$ cat config.mk
export PLATFORM = sky130hd
export DESIGN_NAME = hpw_watchdog
export DESIGN_NICKNAME = d
export VERILOG_FILES = /design/src/hpw_pkg.sv /design/src/hpw_cnt_if.sv /design/src/hpw_prescale.sv /design/src/hpw_countdown.sv /design/src/hpw_watchdog.sv
export SDC_FILE = /design/constraint.sdc
export NUM_CORES = 1
export LEC_CHECK = 0
export BUFFER_PORTS_ARGS = -buffer_cell sky130_fd_sc_hd__clkbuf_2
export CAP_MARGIN = 20
export CORE_ASPECT_RATIO = 0.6
export CORE_MARGIN = 2
export CORE_UTILIZATION = 34
export DETAILED_ROUTE_END_ITERATION = 10
export PLACE_DENSITY = 0.52
export SLEW_MARGIN = 40
export SYNTH_ARGS = -nofsm -noshare
export SYNTH_HDL_FRONTEND = slang
export SYNTH_SLANG_ARGS = --single-unit
export TNS_END_PERCENT = 50
$ cat constraint.sdc
create_clock -name ref_clk -period 5.03 [get_ports ref_clk]
set_input_delay 0.503 -clock ref_clk [delete_from_list [all_inputs] [get_ports ref_clk]]
set_output_delay 0.503 -clock ref_clk [all_outputs]
set_load 0.01 [all_outputs]
$ cat src/hpw_pkg.sv
// hpw_pkg: shared constants and types of the host power watchdog
package hpw_pkg;

  //////////////////////////////////////////////////////////////////////////////
  // register offsets on the byte register port
  localparam logic [7:0] OFS_BOOT_TIMEOUT = 8'h15; // boot phase limit, 10 s units
  localparam logic [7:0] OFS_SHUTDOWN_TIMEOUT = 8'h16; // shutdown phase limit, 10 s units
  localparam logic [7:0] OFS_GUARD_CONFIG = 8'h17; // countdown action select
  localparam logic [7:0] OFS_GUARD_GRACE = 8'h18; // countdown value loaded at boot report
  localparam logic [7:0] OFS_GUARD_COUNTDOWN = 8'h1C; // live countdown, volatile
  localparam logic [7:0] OFS_HOST_RUNNING_FLAG = 8'h1D; // host-running flag

  //////////////////////////////////////////////////////////////////////////////
  // values after reset
  localparam logic [7:0] RST_BOOT_TIMEOUT = 8'h1E; // 30 units, five minutes
  localparam logic [7:0] RST_SHUTDOWN_TIMEOUT = 8'h0C; // 12 units, two minutes
  localparam logic [7:0] RST_GUARD_CONFIG = 8'h00; // countdown off
  localparam logic [7:0] RST_GUARD_GRACE = 8'h02; // 2 units, twenty seconds
  localparam logic [7:0] RST_GUARD_COUNTDOWN = 8'h00; // empty until first boot report

  //////////////////////////////////////////////////////////////////////////////
  // countdown action codes
  localparam logic [7:0] CFG_GUARD_OFF = 8'h00; // frozen, no action
  localparam logic [7:0] CFG_GUARD_ALERT = 8'h01; // fast error flash on expiry
  localparam logic [7:0] CFG_GUARD_SHUTDOWN_MODE = 8'h02; // clean host shutdown on expiry

  // field position of the host-running flag in its byte
  localparam int RUN_FLAG_BIT = 0;

  // length of one timeout unit in seconds, and slow ticks that make it
  localparam int UNIT_SECONDS = 10;
  localparam int DEF_TICKS_PER_UNIT = 50; // plain default, real tick rate drifts widely
  localparam int TICK_CNT_W = 16; // width of the slow tick prescaler

  // host power phases
  typedef enum logic [1:0] {
    ST_OFF,
    ST_BOOT,
    ST_RUN,
    ST_SHDN
  } hpw_state_e;

  // power indicator drive patterns
  typedef enum logic [1:0] {
    LED_DARK,
    LED_PULSE,
    LED_STEADY,
    LED_ERROR_FLASH
  } hpw_led_e;

endpackage : hpw_pkg

$ cat src/hpw_cnt_if.sv
// hpw_cnt_if: bundle between the control logic, a prescaler and a countdown
`timescale 1ns/1ps
`default_nettype none

interface hpw_cnt_if;
  logic load; // restart countdown from load_val
  logic [7:0] load_val; // value to load, 10 s units
  logic rearm; // allow a new expiry without reloading
  logic run; // countdown enabled
  logic unit; // one pulse per elapsed 10 s unit
  logic [7:0] count; // present countdown value
  logic expired; // one-cycle pulse when count is spent

  modport ctl (output load, output load_val, output rearm, output run,
               input count, input expired);
  modport cnt (input load, input load_val, input rearm, input run, input unit,
               output count, output expired);
  modport pre (input load, input run, output unit);
endinterface : hpw_cnt_if

`default_nettype wire

$ cat src/hpw_prescale.sv
// hpw_prescale: turns slow system ticks into 10 second unit pulses
`timescale 1ns/1ps
`default_nettype none

module hpw_prescale #(
  parameter int TICKS_PER_UNIT = hpw_pkg::DEF_TICKS_PER_UNIT
) (
  input wire logic ref_clk, // block clock
  input wire logic rst_n, // synchronous reset, active low
  input wire logic sys_tick, // one-cycle slow tick pulse
  hpw_cnt_if.pre cnt // countdown control bundle
);

  // the prescaler holds at most TICK_CNT_W bits
  if (TICKS_PER_UNIT < 1 || TICKS_PER_UNIT > 65535) begin : g_bad_ticks
    $error("hpw_prescale: TICKS_PER_UNIT out of range");
  end

  localparam logic [15:0] LAST_TICK = 16'(TICKS_PER_UNIT - 1);

  logic [15:0] tick_cnt_r; // ticks seen in this unit
  logic [15:0] tick_cnt_nxt;
  logic unit_r; // unit pulse register
  logic unit_nxt;

  // a load restarts the unit so the first unit after a write is whole
  always_comb begin
    tick_cnt_nxt = tick_cnt_r;
    unit_nxt = 1'b0;
    if (cnt.load || !cnt.run) begin
      tick_cnt_nxt = 16'h0000;
    end else if (sys_tick) begin
      if (tick_cnt_r == LAST_TICK) begin
        tick_cnt_nxt = 16'h0000;
        unit_nxt = 1'b1;
      end else begin
        tick_cnt_nxt = tick_cnt_r + 16'h0001;
      end
    end
  end

  // registers only
  always_ff @(posedge ref_clk) begin
    if (!rst_n) begin
      tick_cnt_r <= 16'h0000;
      unit_r <= 1'b0;
    end else begin
      tick_cnt_r <= tick_cnt_nxt;
      unit_r <= unit_nxt;
    end
  end

  assign cnt.unit = unit_r;

endmodule : hpw_prescale

`default_nettype wire

$ cat src/hpw_countdown.sv
// hpw_countdown: byte countdown in 10 second units with one-shot expiry
`timescale 1ns/1ps
`default_nettype none

module hpw_countdown #(
  parameter logic [7:0] RESET_VAL = 8'h00
) (
  input wire logic ref_clk, // block clock
  input wire logic rst_n, // synchronous reset, active low
  hpw_cnt_if.cnt cnt // countdown bundle
);

  logic [7:0] count_r; // remaining units
  logic [7:0] count_nxt;
  logic fired_r; // expiry already reported
  logic fired_nxt;
  logic expired_r; // expiry pulse
  logic expired_nxt;

  // load wins over counting; zero holds and reports once per load or rearm
  always_comb begin
    count_nxt = count_r;
    fired_nxt = fired_r && !cnt.rearm; // rearm must not swallow a unit pulse
    expired_nxt = 1'b0;
    if (cnt.load) begin
      count_nxt = cnt.load_val;
      fired_nxt = 1'b0;
    end else if (cnt.run) begin
      if (count_r == 8'h00) begin
        if (!fired_r) begin
          expired_nxt = 1'b1;
          fired_nxt = 1'b1;
        end
      end else if (cnt.unit) begin
        count_nxt = count_r - 8'h01;
      end
    end
  end

  // registers only
  always_ff @(posedge ref_clk) begin
    if (!rst_n) begin
      count_r <= RESET_VAL;
      fired_r <= 1'b0;
      expired_r <= 1'b0;
    end else begin
      count_r <= count_nxt;
      fired_r <= fired_nxt;
      expired_r <= expired_nxt;
    end
  end

  assign cnt.count = count_r;
  assign cnt.expired = expired_r;

endmodule : hpw_countdown

`default_nettype wire

$ cat src/hpw_watchdog.sv
// hpw_watchdog: boot, shutdown and application countdown supervision of host power
//
// Overview of operation
// (RULE1) boot timeout byte, 10 s units, default 30
// (RULE2) boot never reported: power off at timeout
// (RULE3) shutdown timeout byte, 10 s units, default 12
// (RULE4) serial line stays high: power off at timeout
// (RULE5) all timeouts span full byte, 10 s steps
// (RULE6) low serial transmit line means kernel halted
// (RULE7) countdown drops every 10 s, acts at zero
// (RULE8) configuration zero freezes countdown, no action
// (RULE9) alert mode: zero forces fast error flash
// (RULE10) shutdown mode: zero starts a normal shutdown
// (RULE11) boot report loads countdown with grace, default 2
// (RULE12) countdown write restarts counting from written value
// (RULE13) countdown byte readable, writable and volatile
// (RULE14) host application rewrites countdown before it expires
// (RULE15) running flag reads zero when off or booting
// (RULE16) running flag set: steady indicator, touch-off allowed
// (RULE17) running flag cleared: shutdown with pulsing indicator
// (RULE18) battery below minimum: power removed at once
// (RULE19) countdown saturates, acts once until rewritten
`timescale 1ns/1ps
`default_nettype none

module hpw_watchdog #(
  parameter int TICKS_PER_UNIT = hpw_pkg::DEF_TICKS_PER_UNIT // slow ticks per 10 s
) (
  input wire logic ref_clk, // 250 MHz block clock
  input wire logic rst_n, // synchronous reset, active low
  input wire logic sys_tick, // slow system tick, one-cycle pulse
  input wire logic [7:0] reg_addr, // register address
  input wire logic [7:0] reg_wdata, // register write data
  input wire logic reg_wr, // write strobe, one cycle
  input wire logic reg_rd, // read strobe, one cycle
  output logic [7:0] reg_rdata, // read data, registered
  input wire logic power_on_req, // boot request from touch pad or auto boot
  input wire logic shutdown_req, // shutdown request from touch pad or low battery
  input wire logic vbat_below_min, // battery under the minimum threshold
  input wire logic host_tx_line, // host serial transmit pin, asynchronous
  output logic host_power_en, // host supply switch on
  output logic [1:0] power_indicator, // indicator pattern code
  output logic touch_off_en, // touch-off requests accepted
  output logic guard_alert // countdown alert active
);

  //////////////////////////////////////////////////////////////////////////////
  // declarations

  // configuration registers
  logic [7:0] boot_timeout_r; // boot phase limit
  logic [7:0] boot_timeout_nxt;
  logic [7:0] shutdown_timeout_r; // shutdown phase limit
  logic [7:0] shutdown_timeout_nxt;
  logic [7:0] guard_config_r; // countdown action
  logic [7:0] guard_config_nxt;
  logic [7:0] guard_grace_r; // countdown start value
  logic [7:0] guard_grace_nxt;

  // phase state and outputs
  hpw_pkg::hpw_state_e state_r; // host power phase
  hpw_pkg::hpw_state_e state_nxt;
  logic alert_r; // error flash latched
  logic alert_nxt;
  logic host_power_en_r; // supply switch register
  logic host_power_en_nxt;
  logic [1:0] led_r; // indicator code register
  logic [1:0] led_nxt;
  logic touch_off_en_r; // touch-off gate register
  logic touch_off_en_nxt;
  logic [7:0] rdata_r; // read data register
  logic [7:0] rdata_nxt;

  // serial line synchroniser
  logic tx_meta_r; // first stage, read only by the second
  logic tx_sync_r; // second stage, safe to use

  // decoded writes
  logic wr_boot_to; // boot timeout written
  logic wr_shdn_to; // shutdown timeout written
  logic wr_cfg; // countdown configuration written
  logic wr_grace; // grace written
  logic wr_countdown; // countdown written
  logic wr_flag; // running flag written
  logic flag_set; // flag written with one
  logic flag_clear; // flag written with zero

  // countdown controls
  logic phase_load; // start a phase timeout
  logic [7:0] phase_val; // phase timeout value
  logic grace_load; // boot report loads grace

  hpw_cnt_if phase_if (); // boot and shutdown phase timer
  hpw_cnt_if guard_if (); // application countdown

  //////////////////////////////////////////////////////////////////////////////
  // submodules

  hpw_prescale #(
    .TICKS_PER_UNIT(TICKS_PER_UNIT)
  ) u_phase_pre (
    .ref_clk(ref_clk),
    .rst_n(rst_n),
    .sys_tick(sys_tick),
    .cnt(phase_if.pre)
  );

  hpw_countdown #(
    .RESET_VAL(8'h00)
  ) u_phase_cnt (
    .ref_clk(ref_clk),
    .rst_n(rst_n),
    .cnt(phase_if.cnt)
  );

  hpw_prescale #(
    .TICKS_PER_UNIT(TICKS_PER_UNIT)
  ) u_guard_pre (
    .ref_clk(ref_clk),
    .rst_n(rst_n),
    .sys_tick(sys_tick),
    .cnt(guard_if.pre)
  );

  hpw_countdown #(
    .RESET_VAL(hpw_pkg::RST_GUARD_COUNTDOWN)
  ) u_guard_cnt (
    .ref_clk(ref_clk),
    .rst_n(rst_n),
    .cnt(guard_if.cnt)
  );

  //////////////////////////////////////////////////////////////////////////////
  // serial line synchroniser, the pin is not on this clock

  always_ff @(posedge ref_clk) begin
    if (!rst_n) begin
      tx_meta_r <= 1'b1;
      tx_sync_r <= 1'b1;
    end else begin
      tx_meta_r <= host_tx_line;
      tx_sync_r <= tx_meta_r;
    end
  end

  //////////////////////////////////////////////////////////////////////////////
  // register write decode

  always_comb begin
    wr_boot_to = reg_wr && (reg_addr == hpw_pkg::OFS_BOOT_TIMEOUT);
    wr_shdn_to = reg_wr && (reg_addr == hpw_pkg::OFS_SHUTDOWN_TIMEOUT);
    wr_cfg = reg_wr && (reg_addr == hpw_pkg::OFS_GUARD_CONFIG);
    wr_grace = reg_wr && (reg_addr == hpw_pkg::OFS_GUARD_GRACE);
    wr_countdown = reg_wr && (reg_addr == hpw_pkg::OFS_GUARD_COUNTDOWN);
    wr_flag = reg_wr && (reg_addr == hpw_pkg::OFS_HOST_RUNNING_FLAG);
    flag_set = wr_flag && reg_wdata[hpw_pkg::RUN_FLAG_BIT];
    flag_clear = wr_flag && !reg_wdata[hpw_pkg::RUN_FLAG_BIT];
  end

  //////////////////////////////////////////////////////////////////////////////
  // configuration registers, full byte each, no range limit

  always_comb begin
    boot_timeout_nxt = wr_boot_to ? reg_wdata : boot_timeout_r; // RULE1 RULE5
    shutdown_timeout_nxt = wr_shdn_to ? reg_wdata : shutdown_timeout_r; // RULE3 RULE5
    guard_config_nxt = wr_cfg ? reg_wdata : guard_config_r;
    guard_grace_nxt = wr_grace ? reg_wdata : guard_grace_r; // RULE5
  end

  always_ff @(posedge ref_clk) begin
    if (!rst_n) begin
      boot_timeout_r <= hpw_pkg::RST_BOOT_TIMEOUT; // RULE1
      shutdown_timeout_r <= hpw_pkg::RST_SHUTDOWN_TIMEOUT; // RULE3
      guard_config_r <= hpw_pkg::RST_GUARD_CONFIG;
      guard_grace_r <= hpw_pkg::RST_GUARD_GRACE; // RULE11
    end else begin
      boot_timeout_r <= boot_timeout_nxt;
      shutdown_timeout_r <= shutdown_timeout_nxt;
      guard_config_r <= guard_config_nxt;
      guard_grace_r <= guard_grace_nxt;
    end
  end

  //////////////////////////////////////////////////////////////////////////////
  // host power phase machine
  // low battery is checked first in every powered phase: it must not wait
  // for a clean shutdown that may never come

  always_comb begin
    state_nxt = state_r;
    phase_load = 1'b0;
    phase_val = boot_timeout_r;
    grace_load = 1'b0;
    case (state_r)
      hpw_pkg::ST_OFF: begin
        // booting on a flat battery would only trip the cutoff again
        if (power_on_req && !vbat_below_min) begin
          state_nxt = hpw_pkg::ST_BOOT;
          phase_load = 1'b1; // RULE2
          phase_val = boot_timeout_r;
        end
      end
      hpw_pkg::ST_BOOT: begin
        if (vbat_below_min) begin
          state_nxt = hpw_pkg::ST_OFF; // RULE18
        end else if (phase_if.expired) begin
          state_nxt = hpw_pkg::ST_OFF; // RULE2
        end else if (flag_set) begin
          state_nxt = hpw_pkg::ST_RUN; // RULE16
          grace_load = 1'b1; // RULE11
        end
      end
      hpw_pkg::ST_RUN: begin
        if (vbat_below_min) begin
          state_nxt = hpw_pkg::ST_OFF; // RULE18
        end else if (flag_clear || shutdown_req) begin
          state_nxt = hpw_pkg::ST_SHDN; // RULE17
          phase_load = 1'b1;
          phase_val = shutdown_timeout_r;
        end else if (guard_if.expired &&
                     guard_config_r == hpw_pkg::CFG_GUARD_SHUTDOWN_MODE) begin
          state_nxt = hpw_pkg::ST_SHDN; // RULE10
          phase_load = 1'b1; // RULE10
          phase_val = shutdown_timeout_r;
        end
      end
      hpw_pkg::ST_SHDN: begin
        if (vbat_below_min) begin
          state_nxt = hpw_pkg::ST_OFF; // RULE18
        end else if (!tx_sync_r) begin
          state_nxt = hpw_pkg::ST_OFF; // RULE6
        end else if (phase_if.expired) begin
          state_nxt = hpw_pkg::ST_OFF; // RULE4
        end
      end
      default: begin
        state_nxt = hpw_pkg::ST_OFF;
      end
    endcase
  end

  // phase timer runs only while a phase is being timed
  always_comb begin
    phase_if.load = phase_load;
    phase_if.load_val = phase_val;
    phase_if.rearm = 1'b0;
    phase_if.run = (state_r == hpw_pkg::ST_BOOT) || (state_r == hpw_pkg::ST_SHDN);
  end

  //////////////////////////////////////////////////////////////////////////////
  // application countdown control
  // a write stores the value even while disabled, so a value set before
  // enabling is not lost; it only starts counting once enabled

  always_comb begin
    guard_if.load = grace_load || wr_countdown; // RULE11 RULE12
    guard_if.load_val = wr_countdown ? reg_wdata : guard_grace_r; // RULE12
    guard_if.rearm = wr_cfg; // RULE19
    guard_if.run = (guard_config_r != hpw_pkg::CFG_GUARD_OFF) &&
                   (state_r == hpw_pkg::ST_RUN); // RULE8 RULE7
  end

  //////////////////////////////////////////////////////////////////////////////
  // alert latch; power off clears it with the supply, else expiry beats a clear

  always_comb begin
    alert_nxt = alert_r;
    if (state_nxt == hpw_pkg::ST_OFF) begin
      alert_nxt = 1'b0; // RULE19
    end else if (guard_if.expired && guard_config_r == hpw_pkg::CFG_GUARD_ALERT) begin
      alert_nxt = 1'b1; // RULE9
    end else if (wr_countdown || wr_cfg) begin
      alert_nxt = 1'b0; // RULE19
    end
  end

  //////////////////////////////////////////////////////////////////////////////
  // output decode from the next phase, so outputs settle with the state

  always_comb begin
    host_power_en_nxt = (state_nxt != hpw_pkg::ST_OFF); // RULE18
    touch_off_en_nxt = (state_nxt == hpw_pkg::ST_RUN); // RULE16
    case (state_nxt)
      hpw_pkg::ST_OFF: led_nxt = hpw_pkg::LED_DARK;
      hpw_pkg::ST_BOOT: led_nxt = hpw_pkg::LED_PULSE;
      hpw_pkg::ST_RUN: begin
        // the error flash overrides the steady pattern
        led_nxt = alert_nxt ? hpw_pkg::LED_ERROR_FLASH : hpw_pkg::LED_STEADY; // RULE9 RULE16
      end
      hpw_pkg::ST_SHDN: led_nxt = hpw_pkg::LED_PULSE; // RULE17
      default: led_nxt = hpw_pkg::LED_DARK;
    endcase
  end

  //////////////////////////////////////////////////////////////////////////////
  // register read mux, unmapped offsets read as zero

  always_comb begin
    rdata_nxt = rdata_r;
    if (reg_rd) begin
      case (reg_addr)
        hpw_pkg::OFS_BOOT_TIMEOUT: rdata_nxt = boot_timeout_r;
        hpw_pkg::OFS_SHUTDOWN_TIMEOUT: rdata_nxt = shutdown_timeout_r;
        hpw_pkg::OFS_GUARD_CONFIG: rdata_nxt = guard_config_r;
        hpw_pkg::OFS_GUARD_GRACE: rdata_nxt = guard_grace_r;
        hpw_pkg::OFS_GUARD_COUNTDOWN: rdata_nxt = guard_if.count; // RULE13
        hpw_pkg::OFS_HOST_RUNNING_FLAG: begin
          // only a booted, running host reads one
          rdata_nxt = {7'h00, state_r == hpw_pkg::ST_RUN}; // RULE15
        end
        default: rdata_nxt = 8'h00;
      endcase
    end
  end

  //////////////////////////////////////////////////////////////////////////////
  // state and output registers

  always_ff @(posedge ref_clk) begin
    if (!rst_n) begin
      state_r <= hpw_pkg::ST_OFF;
      alert_r <= 1'b0;
      host_power_en_r <= 1'b0;
      led_r <= hpw_pkg::LED_DARK;
      touch_off_en_r <= 1'b0;
      rdata_r <= 8'h00;
    end else begin
      state_r <= state_nxt;
      alert_r <= alert_nxt;
      host_power_en_r <= host_power_en_nxt;
      led_r <= led_nxt;
      touch_off_en_r <= touch_off_en_nxt;
      rdata_r <= rdata_nxt;
    end
  end

  assign host_power_en = host_power_en_r;
  assign power_indicator = led_r;
  assign touch_off_en = touch_off_en_r;
  assign guard_alert = alert_r;
  assign reg_rdata = rdata_r;

endmodule : hpw_watchdog

`default_nettype wire

==> results of run 1 <==
[layout by cell type, fill, tap and decap left out, types with 16 or more instances in the layout]
master and count:
a21oi_1 21, clkbuf_2 37, dfxtp_1 102, inv_1 22
mux2i_1 25, nand2_1 47, nand3_1 38, nor2_1 68
nor3_1 16, o21ai_0 19, xnor2_1 17
[worst max-delay path by stage]
| stage | start | to | cells past startpoint | slack (ns) |
|---|---|---|---|---|
| after detailed placement | reg_addr[5] | guard_grace_r[1] | 6 | 2.02 |
| after global routing | state_r[0] | u_guard_pre.tick_cnt_r[12] | 5 | 2.33 |
| final | reg_addr[5] | guard_grace_r[1] | 6 | 2.55 |
| after global placement | reg_addr[5] | guard_grace_r[1] | 6 | 2.10 |
| after CTS | reg_addr[5] | guard_grace_r[1] | 6 | 2.38 |
| after floorplan | reg_addr[5] | guard_grace_r[1] | 8 | 2.67 |
[logic make-up (layout without fill, tap and decap cells)]
family,Yosys count,in the layout,synth area share (%)
compound gates,111,111,15.6
xor+xnor,32,32,5.61
fa+ha+maj,7,7,1.75
flops,102,102,40.9
mux,25,25,5.01
buf+inv,52,79,4.86
simple gates,253,253,26.3
[power breakdown]
part           switching [mW]  total, mW  internal, mW  leakage (nW)
sequential            0.00715      0.821         0.814         0.824
combinational          0.0590     0.0934        0.0344         0.945
clock                   0.345      0.709         0.364         0.149
[final cells by class]
cell class	instances	area, um^2
fillers	1438	8780
clock inverters	6	62.6
flip-flops and latches	102	2040
repair buffers	41	215
clock buffers	10	239
multi-input cells	428	2750
inverters	22	82.6
well taps	198	248
[flip-flops by register name, summed over array words and instances, names as in the netlist, 8 cells and up]
register	cells
u_phase_pre.tick_cnt_r	16
u_guard_pre.tick_cnt_r	16
guard_grace_r	8
boot_timeout_r	8
shutdown_timeout_r	8
u_guard_cnt.cnt.count	8
guard_config_r	8
u_phase_cnt.cnt.count	8
reg_rdata	8
[critical path, cell delays in order]
cell and delay [ns]:
clkbuf_2 0.10, or4b_4 0.61, or3_1 0.56, nor3b_4 0.60, mux2i_1 0.27, nand2_1 0.06
[through the flow]
stage               setup WS, ns  util [%]  hold WS, ns
floorplan                   2.67         -        0.386
global placement            2.10      36.8        0.418
detailed placement          2.02      36.9        0.415
CTS                         2.38      39.0        0.326
global route                2.33      39.1        0.347
finish                      2.55      39.1        0.334
[metal layers]
layer,track usage [%],up-vias,wire [um],part of all wire (%)
met1,29.2,2073,7230,54
met4,3.33,0,78,0.58
met5,0,-,0,0
met2,22.0,129,5120,38
li1,-,2163,-,-
met3,3.53,8,1040,7.7
==> metrics.txt, run 1 <==
EDFF count, synth=0; hold_sp=host_tx_line; routability congestion estimate=just under 0.9; HP Class=primary input to register; Yosys top cell area share=around two fifths; Ys Warns=0; Initial Utilization=around a third; R2R cell count=5; Worst R2R Start=state_r[0]; Worst-Margin Slew=between 0.7 and 0.8 ns; fin nets=636; status=finished, final reports clean; initial antenna violation count=0; worst vdd ir=around 0.00014 V; PwrDens=approximately 290 nW/um^2; die area=around 16000 um^2; Distinct cells, synth=70; hold buffers post-CTS=0; synthesis-stage register bit count=just over 100; min cycle time layout=roughly 2.5 ns; commonest cells in the netlist=dfxtp_1, nor2_1, nand2_1, nand3_1, mux2i_1; Final Hold Viols=0; placed cell area=5320 um^2; Syn Area/Cell=between 8 and 9 um^2; Die Wd=around 160 um; Worst Path Required=~5.3 ns; synthesized area=4990 um^2; Crit Path Class=primary input to register; # rows=34; Pwr Total=about 1.6 mW; Placeable Area=14400 um^2; Startpoint Class=primary input; Vias=between 4000 and 5000; layout cells sized above 1=roughly an eighth; post-layout instance area=~5600 um^2; clk_skew=between 0.008 and 0.009 ns; Top FF cell, synth=dfxtp_1; Reg clk slew, reported paths=0.08 ns; setup bufs post-CTS=0; post-route ant nets=0; final cell count without fillers=between 800 and 900; reg2reg setup slack=between 2 and 3 ns; Inst Count DP=791; Async SR Flop Fraction=0%; n_diodes=0; First-pass DRT Iterations=5; vias in the first global route=3908; reg2reg end=u_guard_pre.tick_cnt_r[1]; Slew Limit Fails=0; DRT Wirelength=between 10000 and 15000 um; WHS Path Cells=2; cells after synthesis=between 500 and 600; RSZ-0062 raised after global routing=false; pin count of the biggest net entering global routing=35; relative slew slack=about half; Iteration-0 DRC Markers=roughly 410; CP Max Fanout=10; # Max-Cap Violations=0; CTS H-tree lvls=3; DR vias/cell=5.42; DRC=0; wire length per cell=16.7 um; sequential share of the synthesized area=between 40% and 50%; P_leak=roughly 1.9 nW; port buffer count=37; top-count cell post-synth=dfxtp_1; post-cts sizing count=0; post-synth top area cell=dfxtp_1; Clk Latency, worst-skew pair=between 0.3 and 0.4 ns; Critical Path End Type=register; clock buffer depth=2; fmax=a little over 400 MHz; clock sinks=between 100 and 150; first-pass GRT wire length=about 22000 um; CTS tree=done; Num CTS Buffers=9; P&R area growth vs syn=12.9%; period utilisation layout=between 40% and 50%; Worst Hold End=tx_meta_r; hpwl dp=roughly 9900 um; grt ovf=0; root buffer cell=clkbuf_16; syn_nets=slightly above 600; GRT Overall Usage=approximately 17%; largest cells by area after synthesis=dfxtp_1, nor2_1, mux2i_1; # IOs=38; Crit path arrival time=approximately 2.7 ns; Die Ht=around 98 um; setup_tns=0 ns; setup violators final=0
(Power assumes the default switching activity.)
==> run 2: changes to the inputs <==
- ABC_AREA: default -> 1
- clock period: 5.03 -> 2.4 ns (I/O delays scaled with it)
==> metrics.txt, run 2 <==
Ys Warns=0; Distinct cells, synth=45; Syn Area/Cell=slightly below 7 um^2; root buffer cell=clkbuf_16; # IOs=38; FF+latch area=a little over 2000 um^2; commonest cells in the netlist=nand2_1, inv_1, dfxtp_1, nor2_1, o21ai_0; Crit path arrival time=around 2.1 ns; Yosys top cell area share=a little under two fifths; first-pass GRT wire length=between 20000 and 25000 um; setup bufs post-CTS=0; Inst Count DP=1000; Clk Latency, worst-skew pair=~0.34 ns; setup_tns=0 ns; initial antenna violation count=0; Critical Path End Type=register; setup violators final=0; vias in the first global route=4461; DR vias/cell=approximately 4.9; Switch Pwr=around 800 uW; Vias=~5000; final core utilization=about two fifths; Pwr Total=approximately 3.5 mW; GRT Overall Usage=18.1%; Slew Limit Fails=0; post-cts sizing count=0; Largest regs=u_guard_pre.tick_cnt_r (16), u_phase_pre.tick_cnt_r (16); Reg clk slew, reported paths=0.07 ns; period utilisation layout=around 78%; RSZ-0062 raised after global routing=false; Die Wd=approximately 170 um; post-route ant nets=0; grt ovf=0; Int Pwr=around 2.7 mW; relative slew slack=roughly 58%; P_leak=roughly 2.6 nW; most common cell after layout, fill and taps aside=nand2_1; routability congestion estimate=0.867; Worst R2R Start=state_r[0]; Iteration-0 DRC Markers=441; hold_sp=host_tx_line; commonest non-fill, non-tap cells in the layout=nand2_1, inv_1, dfxtp_1; min cycle time layout=roughly 1.9 ns; CTS H-tree lvls=3; Num CTS Buffers=9; hold buffers post-CTS=0; Top FF cell, synth=dfxtp_1; Comb power frac=~5.7%; clk_skew=just over 0.009 ns; HP Class=primary input to register; clock sinks=102; Startpoint Class=register; pin count of the biggest net entering global routing=23; port buffer count=37; hpwl dp=about 11000 um; synthesized area=5340 um^2; die area=roughly 17000 um^2; post-synth top area cell=dfxtp_1; largest cells by area after synthesis=dfxtp_1, nand2_1, inv_1; Worst-Margin Slew=0.630 ns; fin nets=between 800 and 900; DRC=0; Seq pwr share=49.2%; wire length per cell=~14 um; PwrDens=roughly 580 nW/um^2; CP startpoint=state_r[0]; CTS tree=done; cells after synthesis=775; Final Hold Viols=0; Crit Path Class=register to register; P&R area growth vs syn=12.6%; EDFF count, synth=0; Clock power frac=between 40% and 50%; worst vdd ir=between 0.0003 and 0.0004 V; syn_nets=roughly 810; DRT Wirelength=~15000 um; synthesis-stage register bit count=just over 100; n_diodes=0; # Max-Cap Violations=0; Sw Share=between 20% and 30%; CP Max Fanout=16; Worst Path Required=2.64 ns; area of the multi-input gates=2750 um^2; final cell count without fillers=1016; sequential share of the synthesized area=a little under two fifths; Fillers=approximately 1600; Placeable Area=between 15000 and 20000 um^2; layout cells sized above 1=10.6%; Die Ht=just over 100 um; # rows=35; First-pass DRT Iterations=5; status=finished, final reports clean; clock buffer depth=2; min setup slack post-route=approximately 0.52 ns; top-count cell post-synth=nand2_1; Initial Utilization=around a third; pre-CTS WS=0.485 ns; fmax=533 MHz; Async SR Flop Fraction=0%
==> run 2: cell count changes in the layout (fill, tap and decap cells not counted), moves of 19 or more <==
cell and delta:
a21oi_1 +29, inv_1 +85, mux2i_1 -25, nand2_1 +100, nand3_1 +19, nor2_1 +19, o21ai_0 +39
==> run 2: metrics by stage <==
| step | instance area, um^2 | hold WS [ns] |
|---|---|---|
| after floorplan | 5340 | 0.347 |
| after global routing | 6010 | 0.0834 |
| final | 6010 | 0.0976 |
| after global placement | 5700 | 0.398 |
| after CTS | 6010 | 0.0960 |
| after detailed placement | 5700 | 0.398 |
==> run 2: kinds of logic after synthesis <==
group	Yosys count	synth area share (%)
AOI/OAI and AO/OA	142	14.9
xor gates and xnor gates	16	2.62
adders and majority gates	7	1.64
DFF	102	38.2
buffers and inverters	133	10.3
and+or+nand+nor	375	32.3
==> run 2: path summary, 6_finish.rpt <==
check                                   end  slack [ns]  depth (start not counted)
setup / recovery  u_guard_pre.tick_cnt_r[5]        0.52                          9
hold / removal                    tx_meta_r         0.1                          2
setup reg to reg  u_guard_pre.tick_cnt_r[5]        0.52                          9
hold reg to reg                   tx_sync_r        0.41                          1
==> run 2: power groups by stage <==
stage,combinational [mW],clock (mW),sequential [mW]
global route,0.229,1.69,1.72
floorplan,0.124,0,1.75
finish,0.201,1.57,1.72
global placement,0.203,0,1.76
detailed placement,0.200,0,1.76
CTS,0.201,1.62,1.72
==> run 2: worst max-delay path, stage by stage, from the launching register on <==
cell,delay (ns)
dfxtp_1,0.48
nand2_1,0.12
nor3_1,0.43
nand2_2,0.11
nand3_1,0.14
inv_1,0.08
nand2_2,0.26
nor2_1,0.07
nand2_1,0.06
inv_1,0.03
==> run 2: area by class of cell <==
| type | instances | area share (%) |
|---|---|---|
| Tap cell | 203 | 4.22 |
| Clock inverter | 5 | 1.37 |
| Inverter | 111 | 6.93 |
| Clock buffer | 11 | 3.87 |
| Multi-Input combinational cell | 540 | 45.7 |
| Sequential cell | 102 | 34.0 |
| Timing Repair Buffer | 44 | 3.95 |
==> run 2: routing by layer <==
layer	vias to the layer above	GRT usage [%]	share of wire (%)
met3	9	3.53	5.9
li1	2625	-	-
met5	-	0	0
met1	2207	29.8	57
met4	0	3.75	0.68
met2	129	23.2	36
==> run 3: changes to the inputs <==
- clock period: 2.4 -> 1.9 ns (I/O delays scaled with it)
==> metrics.txt, run 3 (same netlist as run 2, synthesis figures left out) <==
status=finished, final reports clean; Fillers=around 1600; Die Wd=approximately 170 um; final cell count without fillers=1035; min setup slack post-route=around 0.17 ns; wire length per cell=approximately 14 um; Crit path arrival time=approximately 2.0 ns; Largest regs=u_guard_pre.tick_cnt_r (16), u_phase_pre.tick_cnt_r (16); Int Pwr=approximately 3.3 mW; Sw Share=a little under a quarter; initial antenna violation count=0; clock sinks=~100; worst vdd ir=about 0.00042 V; P&R area growth vs syn=15.5%; First-pass DRT Iterations=5; setup violators final=0; first-pass GRT wire length=between 20000 and 25000 um; Clk Latency, worst-skew pair=~0.35 ns; pin count of the biggest net entering global routing=23; Startpoint Class=register; Switch Pwr=between 1 and 1.5 mW; hold buffers post-CTS=0; commonest non-fill, non-tap cells in the layout=nand2_1, inv_1, dfxtp_1; CP Max Fanout=5; setup_tns=0 ns; most common cell after layout, fill and taps aside=nand2_1; DRC=0; n_diodes=0; min cycle time layout=between 1.5 and 2 ns; CTS tree=done; CTS H-tree lvls=3; Worst-Margin Slew=roughly 0.37 ns; Iteration-0 DRC Markers=roughly 430; Comb power frac=under 10%; final core utilization=~40%; placed cell area=around 5800 um^2; Slew Limit Fails=0; # IOs=38; DR vias/cell=~4.9; Seq pwr share=50.1%; Max stage delay on crit path=0.43 ns; CP max stage cell=dfxtp_1; pre-CTS WS=slightly above 0.1 ns; Reg clk slew, reported paths=~0.070 ns; Die Ht=a little over 100 um; P_leak=2.70 nW; fin nets=859; GRT Overall Usage=18.2%; PwrDens=702 nW/um^2; Vias=about 5100; # Max-Cap Violations=0; routability congestion estimate=slightly below 0.9; fmax=around 580 MHz; Inst Count DP=1019; HP Class=primary input to register; crit-path leading delay family=simple AND/OR/NAND/NOR gates; Clock power frac=between 40% and 50%; hpwl dp=roughly 11000 um; Num CTS Buffers=9; CP bufs+invs=2; period utilisation layout=91.1%; RSZ-0062 raised after global routing=true; crit path cell chain=ha_1, nand2_1, nor2_1, nand3_1, inv_1, nand3_1, o21ai_0, o211ai_1, inv_1; grt ovf=0; Initial Utilization=a little over a third; relative slew slack=between 70% and 80%; port buffer count=37; Critical Path End Type=register; # rows=35; clk_skew=slightly above 0.006 ns; Crit Path Class=register to register; DRT Wirelength=14700 um; Placeable Area=about 15000 um^2; Worst Path Required=approximately 2.2 ns; clock buffer depth=2; vias in the first global route=about 4500; die area=16800 um^2; post-route ant nets=0; layout cells sized above 1=13.7%; post-layout instance area=slightly above 6000 um^2; Final Hold Viols=0; root buffer cell=clkbuf_16
[run 3: changes by cell type in the layout (fill, tap and decap cells not counted), sizes merged]
cell	delta
buf	+19
clkinvlp	+2
bufinv	-1
inv	-1
[run 3: cell type report]
type | instances | area, um^2 | area share [%]
multi-input combinational | 540 | 2770 | 44.9
timing repair buffer | 63 | 380 | 6.17
sequential | 102 | 2040 | 33.2
inverter | 111 | 417 | 6.76
clock buffer | 11 | 243 | 3.94
tap | 203 | 254 | 4.12
clock inverter | 5 | 58.8 | 0.954
[run 3: power by group through the flow]
stage          registers [mW]  clock network, mW  logic [mW]
3_5_place_dp             2.22                  0       0.264
6_report                 2.17               1.89       0.268
5_1_grt                  2.17               2.03       0.302
2_1_floorplan            2.21                  0       0.156
4_1_cts                  2.17               1.94       0.265
3_3_place_gp             2.22                  0       0.267
[run 3: final timing paths]
path	cells after the start	from	slack, ns	endpoint
worst min register to register	1	tx_meta_r	0.42	tx_sync_r
worst min-delay path	2	host_tx_line	0.05	tx_meta_r
worst max-delay path	9	u_guard_pre.tick_cnt_r[0]	0.17	u_guard_pre.tick_cnt_r[12]
worst max register to register	9	u_guard_pre.tick_cnt_r[0]	0.17	u_guard_pre.tick_cnt_r[12]
[run 3: through the flow]
stage / hold slack (ns) / power (mW)
floorplan: 0.297 / 2.37
global placement: 0.396 / 2.49
CTS: 0.0504 / 4.38
global route: 0.0529 / 4.50
detailed placement: 0.401 / 2.48
finish: 0.0481 / 4.33
[run 3: per-layer routing]
| layer | up-vias | GRT usage (%) | wire (um) | part of all wire, % |
|---|---|---|---|---|
| li1 | 2662 | - | - | - |
| met4 | 0 | 3.21 | 60 | 0.41 |
| met3 | 4 | 3.65 | 960 | 6.5 |
| met2 | 136 | 23.7 | 5390 | 37 |
| met5 | - | 0 | 0 | 0 |
| met1 | 2248 | 29.8 | 8290 | 56 |
[run 3: what timing repair did]
action	CTS	global route
setup endpoints to repair	0	10
setup buffers	0	0
gates resized for setup	0	8
